===== config.mk =====
export PLATFORM = sky130hd
export DESIGN_NAME = ppom_top
export DESIGN_NICKNAME = d
export VERILOG_FILES = /design/src/ppom_pkg.sv /design/src/ppom_drv_if.sv /design/src/ppom_port_drv.sv /design/src/ppom_top.sv
export SDC_FILE = /design/constraint.sdc
export NUM_CORES = 1
export LEC_CHECK = 0
export ABC_AREA = 1
export BUFFER_PORTS_ARGS = -buffer_cell sky130_fd_sc_hd__buf_2
export CORE_MARGIN = 2
export CORE_UTILIZATION = 45
export DETAILED_ROUTE_END_ITERATION = 10
export PLACE_DENSITY = 0.77
export SYNTH_ARGS = -nofsm -noshare
export SYNTH_HDL_FRONTEND = slang
export SYNTH_SLANG_ARGS = --single-unit

===== constraint.sdc =====
create_clock -name clk_sys -period 12.8 [get_ports clk_sys]
set_input_delay 1.28 -clock clk_sys [delete_from_list [all_inputs] [get_ports clk_sys]]
set_output_delay 1.28 -clock clk_sys [all_outputs]
set_load 0.005 [all_outputs]

===== src/ppom_pkg.sv =====
package ppom_pkg;
  // ==========================================================
  // register map
  localparam logic [7:0] PORT1_MODE_FIRST_ADDR = 8'hD4;
  localparam logic [7:0] PORT3_MODE_FIRST_ADDR = 8'hD5;
  localparam logic [7:0] PORT1_MODE_SECOND_ADDR = 8'hE2;
  localparam logic [7:0] PORT3_MODE_SECOND_ADDR = 8'hE4;
  localparam logic [7:0] MODE_RESET = 8'h00;
  localparam int PORT_WIDTH = 8;
  // ==========================================================
  // timing
  localparam int STRONG_PULSE_CLOCKS = 2;
  // ==========================================================
  // output modes, {first bit, second bit}
  typedef enum logic [1:0] {
    PPOM_QUASI = 2'b00,
    PPOM_PUSH_PULL = 2'b01,
    PPOM_INPUT_ONLY = 2'b10,
    PPOM_OPEN_DRAIN = 2'b11
  } ppom_mode_type;
endpackage : ppom_pkg


===== src/ppom_drv_if.sv =====
`timescale 1ns/1ns
interface ppom_drv_if #(parameter int WIDTH = 8);
  logic [WIDTH-1:0] mode_first;
  logic [WIDTH-1:0] mode_second;
  logic [WIDTH-1:0] latch;
  logic [WIDTH-1:0] pin_sync;
  logic [WIDTH-1:0] very_weak_up;
  logic [WIDTH-1:0] weak_up;
  logic [WIDTH-1:0] strong_up;
  logic [WIDTH-1:0] pull_down;
  modport ctrl (output mode_first, mode_second, latch, pin_sync,
                input very_weak_up, weak_up, strong_up, pull_down);
  modport drv (input mode_first, mode_second, latch, pin_sync,
               output very_weak_up, weak_up, strong_up, pull_down);
endinterface : ppom_drv_if


===== src/ppom_port_drv.sv =====
`timescale 1ns/1ns
// ==========================================================
// per-pin driver decode for one port
module ppom_port_drv #(
  parameter int WIDTH = 8
) (
  input wire logic clk_sys,
  input wire logic rst,
  ppom_drv_if.drv bus
);
  localparam int PW = $clog2(ppom_pkg::STRONG_PULSE_CLOCKS + 1);
  localparam logic [PW-1:0] PULSE_LOAD = PW'(ppom_pkg::STRONG_PULSE_CLOCKS);
  localparam logic [PW-1:0] PULSE_ONE = PW'(1);

  if (WIDTH < 1) begin : g_bad_width
    $error("ppom_port_drv: WIDTH must be positive");
  end
  // a zero-length boost would leave the pulse counter without a load value
  if (ppom_pkg::STRONG_PULSE_CLOCKS < 1) begin : g_bad_pulse
    $error("ppom_port_drv: strong pulse needs at least one clock");
  end

  logic [WIDTH-1:0] latch_prev_q;

  always_ff @(posedge clk_sys or posedge rst) begin
    if (rst) begin
      latch_prev_q <= '1;
    end else begin
      latch_prev_q <= bus.latch;
    end
  end

  genvar i;
  generate
    for (i = 0; i < WIDTH; i++) begin : g_pin
      ppom_pkg::ppom_mode_type mode;
      logic [PW-1:0] pulse_q;
      logic rise;
      logic is_quasi;
      assign mode = ppom_pkg::ppom_mode_type'({bus.mode_first[i], bus.mode_second[i]});
      assign is_quasi = (mode == ppom_pkg::PPOM_QUASI);
      assign rise = bus.latch[i] & ~latch_prev_q[i];
      // two-clock boost on latch 0->1; a drop of the latch cuts it short
      always_ff @(posedge clk_sys or posedge rst) begin
        if (rst) begin
          pulse_q <= '0;
        end else if (is_quasi && rise) begin
          pulse_q <= PULSE_LOAD;
        end else if (pulse_q != '0 && bus.latch[i] && is_quasi) begin
          pulse_q <= pulse_q - PULSE_ONE;
        end else begin
          pulse_q <= '0;
        end
      end
      assign bus.very_weak_up[i] = is_quasi & bus.latch[i];
      assign bus.weak_up[i] = is_quasi & bus.latch[i] & bus.pin_sync[i];
      assign bus.strong_up[i] = ((mode == ppom_pkg::PPOM_PUSH_PULL) & bus.latch[i])
                               | (is_quasi & bus.latch[i] & (pulse_q != '0));
      // boost gated by latch and mode so a cut pulse never fights the pull-down
      // pull-down shared by every driving mode; input-only drives nothing
      assign bus.pull_down[i] = (mode != ppom_pkg::PPOM_INPUT_ONLY) & ~bus.latch[i];
    end
  endgenerate
endmodule : ppom_port_drv


===== src/ppom_top.sv =====
`timescale 1ns/1ns
// Overview of operation
// - reset puts all pins quasi-bidirectional
// - quasi: very weak pull-up when latch high
// - quasi: weak pull-up when latch, pin high
// - pin pulled low leaves only very weak
// - quasi latch rise: strong pull-up two clocks
// - quasi: latch low enables strong pull-down
// - open drain: no pull-ups, pull-down latch low
// - push-pull: continuous strong up, latch high
// - input only: nothing driven, high impedance
// - first port modes at D4h and E2h
// - second port modes at D5h and E4h
// - mode bits: 00 quasi, 01 pp, 10 in, 11 od
module ppom_top (
  input wire logic clk_sys,
  input wire logic rst,
  input wire logic [7:0] sfr_addr,
  input wire logic [7:0] sfr_wdata,
  input wire logic sfr_wr,
  input wire logic sfr_rd,
  output logic [7:0] sfr_rdata,
  output logic sfr_hit,
  input wire logic [7:0] first_port_latch,
  input wire logic [7:0] second_port_latch,
  input wire logic [7:0] first_port_pin,
  input wire logic [7:0] second_port_pin,
  output logic [7:0] first_port_level,
  output logic [7:0] second_port_level,
  output logic [7:0] first_port_very_weak_up,
  output logic [7:0] first_port_weak_up,
  output logic [7:0] first_port_strong_up,
  output logic [7:0] first_port_pull_down,
  output logic [7:0] second_port_very_weak_up,
  output logic [7:0] second_port_weak_up,
  output logic [7:0] second_port_strong_up,
  output logic [7:0] second_port_pull_down
);
  localparam int W = ppom_pkg::PORT_WIDTH;

  // the pin ports are fixed at eight bits, so the package width must match
  if (W != 8) begin : g_bad_width
    $error("ppom_top: port width must be eight");
  end

  // ==========================================================
  // mode registers
  logic [W-1:0] p1_first_q;
  logic [W-1:0] p1_second_q;
  logic [W-1:0] p3_first_q;
  logic [W-1:0] p3_second_q;

  function automatic logic addr_is(input logic [7:0] addr, input logic [7:0] target);
    return addr == target;
  endfunction : addr_is

  wire sel_p1f = addr_is(sfr_addr, ppom_pkg::PORT1_MODE_FIRST_ADDR);
  wire sel_p1s = addr_is(sfr_addr, ppom_pkg::PORT1_MODE_SECOND_ADDR);
  wire sel_p3f = addr_is(sfr_addr, ppom_pkg::PORT3_MODE_FIRST_ADDR);
  wire sel_p3s = addr_is(sfr_addr, ppom_pkg::PORT3_MODE_SECOND_ADDR);
  wire any_sel = sel_p1f | sel_p1s | sel_p3f | sel_p3s;

  always_ff @(posedge clk_sys or posedge rst) begin
    if (rst) begin
      p1_first_q <= ppom_pkg::MODE_RESET;
      p1_second_q <= ppom_pkg::MODE_RESET;
      p3_first_q <= ppom_pkg::MODE_RESET;
      p3_second_q <= ppom_pkg::MODE_RESET;
    end else if (sfr_wr) begin
      if (sel_p1f) p1_first_q <= sfr_wdata;
      if (sel_p1s) p1_second_q <= sfr_wdata;
      if (sel_p3f) p3_first_q <= sfr_wdata;
      if (sel_p3s) p3_second_q <= sfr_wdata;
    end
  end

  // ==========================================================
  // read path: unmapped addresses read zero and leave hit low
  wire [7:0] rdata_d = sel_p1f ? p1_first_q :
                       sel_p1s ? p1_second_q :
                       sel_p3f ? p3_first_q :
                       sel_p3s ? p3_second_q : 8'h00;

  always_ff @(posedge clk_sys or posedge rst) begin
    if (rst) begin
      sfr_rdata <= 8'h00;
      sfr_hit <= 1'b0;
    end else begin
      sfr_rdata <= sfr_rd ? rdata_d : 8'h00;
      sfr_hit <= sfr_rd & any_sel;
    end
  end

  // ==========================================================
  // pin synchronisers; level is taken from the second stage only
  logic [W-1:0] p1_meta_q;
  logic [W-1:0] p1_sync_q;
  logic [W-1:0] p3_meta_q;
  logic [W-1:0] p3_sync_q;

  always_ff @(posedge clk_sys or posedge rst) begin
    if (rst) begin
      p1_meta_q <= '0;
      p1_sync_q <= '0;
      p3_meta_q <= '0;
      p3_sync_q <= '0;
    end else begin
      p1_meta_q <= first_port_pin;
      p1_sync_q <= p1_meta_q;
      p3_meta_q <= second_port_pin;
      p3_sync_q <= p3_meta_q;
    end
  end

  always_ff @(posedge clk_sys or posedge rst) begin
    if (rst) begin
      first_port_level <= '0;
      second_port_level <= '0;
    end else begin
      first_port_level <= p1_sync_q;
      second_port_level <= p3_sync_q;
    end
  end

  // ==========================================================
  // driver decode per port
  ppom_drv_if #(.WIDTH(W)) p1_if ();
  ppom_drv_if #(.WIDTH(W)) p3_if ();

  assign p1_if.mode_first = p1_first_q;
  assign p1_if.mode_second = p1_second_q;
  assign p1_if.latch = first_port_latch;
  assign p1_if.pin_sync = p1_sync_q;
  assign p3_if.mode_first = p3_first_q;
  assign p3_if.mode_second = p3_second_q;
  assign p3_if.latch = second_port_latch;
  assign p3_if.pin_sync = p3_sync_q;

  ppom_port_drv #(.WIDTH(W)) u_p1 (
    .clk_sys(clk_sys),
    .rst(rst),
    .bus(p1_if.drv)
  );

  ppom_port_drv #(.WIDTH(W)) u_p3 (
    .clk_sys(clk_sys),
    .rst(rst),
    .bus(p3_if.drv)
  );

  // ==========================================================
  // registered enables; costs one clock of lag but keeps pads glitch-free
  always_ff @(posedge clk_sys or posedge rst) begin
    if (rst) begin
      first_port_very_weak_up <= '0;
      first_port_weak_up <= '0;
      first_port_strong_up <= '0;
      first_port_pull_down <= '0;
      second_port_very_weak_up <= '0;
      second_port_weak_up <= '0;
      second_port_strong_up <= '0;
      second_port_pull_down <= '0;
    end else begin
      first_port_very_weak_up <= p1_if.very_weak_up;
      first_port_weak_up <= p1_if.weak_up;
      first_port_strong_up <= p1_if.strong_up;
      first_port_pull_down <= p1_if.pull_down;
      second_port_very_weak_up <= p3_if.very_weak_up;
      second_port_weak_up <= p3_if.weak_up;
      second_port_strong_up <= p3_if.strong_up;
      second_port_pull_down <= p3_if.pull_down;
    end
  end
endmodule : ppom_top


==> insert_results.sql <==
INSERT INTO impl_metrics (metric_group, metric, value, unit) VALUES
('status', 'result_of_the_run', 'completed', ''),
('timing', 'final_hold_viol_count', '0', ''),
('cts', 'cts.root.buffer_cell', 'sky130_fd_sc_hd__clkbuf_16', ''),
('yosys', 'synth.yosys.seq_area_share', '69.4', '%'),
('floorplanning', 'rows', '46', ''),
('route', 'number_of_vias_in_the_routed_layout', '4727', ''),
('hold_path', 'hold_start', 'p3_meta_q[5]', ''),
('setup_path', 'timing.critical_path.to', 'second_port_weak_up[7]', ''),
('global_routing', 'grt_antenna_before_repair', '2', ''),
('cts', 'worst_setup_hold_path_clk_slew', '60', 'ps'),
('setup_path', 'startpoint_type', 'input pin', ''),
('timing', 'report.final.slew_viol_count', '0', ''),
('timing', 'slew_headroom', '40.0', '%'),
('timing', 'fin_worst_skew', '10.5', 'ps'),
('power_and_ir_drop', 'total_switching_power', '293', 'uW'),
('setup_path', 'startpoint_of_the_worst_slack_reg_to_reg_timing_path', 'p1_first_q[5]', ''),
('global_routing', 'grt_pass1_vias', '4808', ''),
('cts', 'post_cts_resized', '0', ''),
('cts', 'cts_inserted_buffers', '21', ''),
('power_and_ir_drop', 'clockPowerShare', '46.2', '%'),
('yosys', 'post_synth_inst_count', '654', ''),
('route', 'dr.pass1.iters', '4', ''),
('route', 'route.detailed.drc', '0', ''),
('layout', 'largest_registers', 'u_p1.g_pin.pulse_q (16), u_p3.g_pin.pulse_q (16)', ''),
('layout', 'antenna_diode_count', '0', ''),
('layout', 'layout.nets', '880', ''),
('power_and_ir_drop', 'sw_frac_of_total', '21.0', '%'),
('timing', 'final_period_minus_worst_setup_slack', '2430', 'ps'),
('cts', 'cts.htree.levels', '1', ''),
('setup_path', 'start_point_of_the_critical_path', 'rst', ''),
('setup_path', 'critical_path.max_fanout', '126', ''),
('route', 'drt_iter0_drc', '301', ''),
('global_routing', 'grt_max_degree', '127', ''),
('cts', 'total_setup_buffers_inserted_after_cts', '0', ''),
('setup_path', 'cp.required', '13280', 'ps'),
('yosys', 'syn_nets', '722', ''),
('yosys', 'yosys_warnings', '0', ''),
('yosys', 'synth.cell_area', '7270', 'um2'),
('setup_path', 'worst_setup_path_end_kind', 'async pin', ''),
('power_and_ir_drop', 'seq_power_share', '48.5', '%'),
('setup_path', 'reg2reg_slack', '11620', 'ps'),
('global_routing', 'grtUsageTotal', '17.1', '%'),
('layout', 'area.sequential', '5050', 'um2'),
('cts', 'worst_skew_pair.late_latency', '480', 'ps'),
('placement', 'buffer_ports.inserted', '140', ''),
('timing', 'min_period_over_period', '19.0', '%'),
('yosys', 'post-synth-top-area-fraction', '63.7', '%'),
('cts', 'tritoncts', 'yes', ''),
('timing', 'grt_setup_unrepaired', 'false', ''),
('setup_path', 'r2r_end', 'u_p1.g_pin[5].pulse_q[0]', ''),
('route', 'final_antenna_net_count', '0', ''),
('placement', 'gp_congestion', '0.768', ''),
('yosys', 'yosysMostFrequentCell', 'sky130_fd_sc_hd__dfrtp_1', ''),
('power_and_ir_drop', 'powerDensity', '156', 'nW/um2'),
('timing', 'worst-slew-pin-transition', '899', 'ps'),
('power_and_ir_drop', 'cell_internal_pwr', '1100', 'uW'),
('yosys', 'synth.area.top_cells', 'sky130_fd_sc_hd__dfrtp_1 64%, sky130_fd_sc_hd__inv_1 6.8%, sky130_fd_sc_hd__dfstp_2 5.8%, sky130_fd_sc_hd__nor2_1 5.4%, sky130_fd_sc_hd__nand2_1 3.7%', ''),
('yosys', 'async_reset_ff_share', '100', '%'),
('layout', 'fillers', '1347', ''),
('placement', 'post-dp-hpwl', '9.91', 'mm'),
('cts', 'cts_hold_repair.buffers', '0', ''),
('yosys', 'post_synth.cell_area_avg', '11.1', 'um2'),
('yosys', 'synth-edff-count', '0', ''),
('floorplanning', 'core-area', '15800', 'um2'),
('yosys', 'netlist_top_cells_count', '185 x sky130_fd_sc_hd__dfrtp_1, 131 x sky130_fd_sc_hd__inv_1, 105 x sky130_fd_sc_hd__nor2_1', ''),
('global_routing', 'grt_first_pass_wirelength', '23.9', 'mm'),
('cts', 'clk_path_buf_depth', '3', ''),
('power_and_ir_drop', 'leakagePower', '0.00476', 'uW'),
('power_and_ir_drop', 'vdd.ir_drop.worst', '0.128', 'mV'),
('floorplanning', 'die_x', '131', 'um'),
('timing', 'report.final.setup_viol', '0', '');
[cells by family (layout without fill, tap and decap cells)]
group	after synthesis	in the layout	share of synthesized area, %
simple gates	223	223	14.0
compound gates	72	72	5.92
flops	201	201	69.4
fa+ha+maj	16	16	2.75
buf+inv	142	313	7.86
[power groups by stage]
stage	sequential, uW	combinational (uW)	clock [uW]
after CTS	675	76.4	658
final	675	74.6	643
after detailed placement	686	75.9	0
after global routing	678	86.2	687
after floorplan	686	40.7	0
after global placement	686	74.1	0
[how the worst min path moves through the flow]
stage | to | slack [ps] | cells after the start
floorplan | p1_if.pin_sync[0] | 330 | 0
global placement | p3_if.pin_sync[0] | 330 | 0
detailed placement | p3_if.pin_sync[5] | 340 | 0
CTS | p3_if.pin_sync[5] | 350 | 0
global route | p3_if.pin_sync[7] | 350 | 0
finish | p3_if.pin_sync[5] | 350 | 0
[metrics by stage]
stage | total power [uW] | setup slack [ps] | instances | util, % | cell area [um2]
2_1_floorplan | 726 | 6060 | 654 | - | 7270
3_3_place_gp | 760 | 9780 | 1005 | 51.8 | 8200
3_5_place_dp | 762 | 9760 | 1005 | 51.8 | 8200
4_1_cts | 1410 | 10270 | 1041 | 56.5 | 8940
5_1_grt | 1450 | 10020 | 1041 | 56.5 | 8940
6_report | 1390 | 10370 | 1041 | 56.5 | 8940
[layout by cell type (no fill, tap or decap), drive strengths merged, types with 3 or more instances in the layout]
master / netlist / routed
bufinv: 0 / 4
nor4: 16 / 16
nor2: 110 / 110
nand2: 82 / 82
o211ai: 3 / 3
nand3: 10 / 10
clkbuf: 1 / 29
dfstp: 16 / 16
inv: 135 / 136
dfrtp: 185 / 185
buf: 5 / 141
a21oi: 32 / 32
o21ai: 36 / 36
nand4: 3 / 3
clkinv: 1 / 3
ha: 16 / 16
[routing by layer]
layer / wire [um] / GRT usage [%]
met1: 6320 / 23.3
met2: 6650 / 28.3
met3: 783 / 3.86
met4: 303 / 4.11
met5: 25 / 0
[worst max-delay path: stages]
cell                    delay, ps
sky130_fd_sc_hd__buf_2        130
sky130_fd_sc_hd__inv_8        570
sky130_fd_sc_hd__buf_4        810
[final cells by class]
cell class,count,share of cell area (%)
inverters,136,5.81
clock buffers,29,6.77
repair buffers,141,7.92
well taps,216,3.02
clock inverters,7,1.55
multi-input cells,311,18.5
flip-flops and latches,201,56.5
No activity file was read; power rests on OpenSTA's default activity.
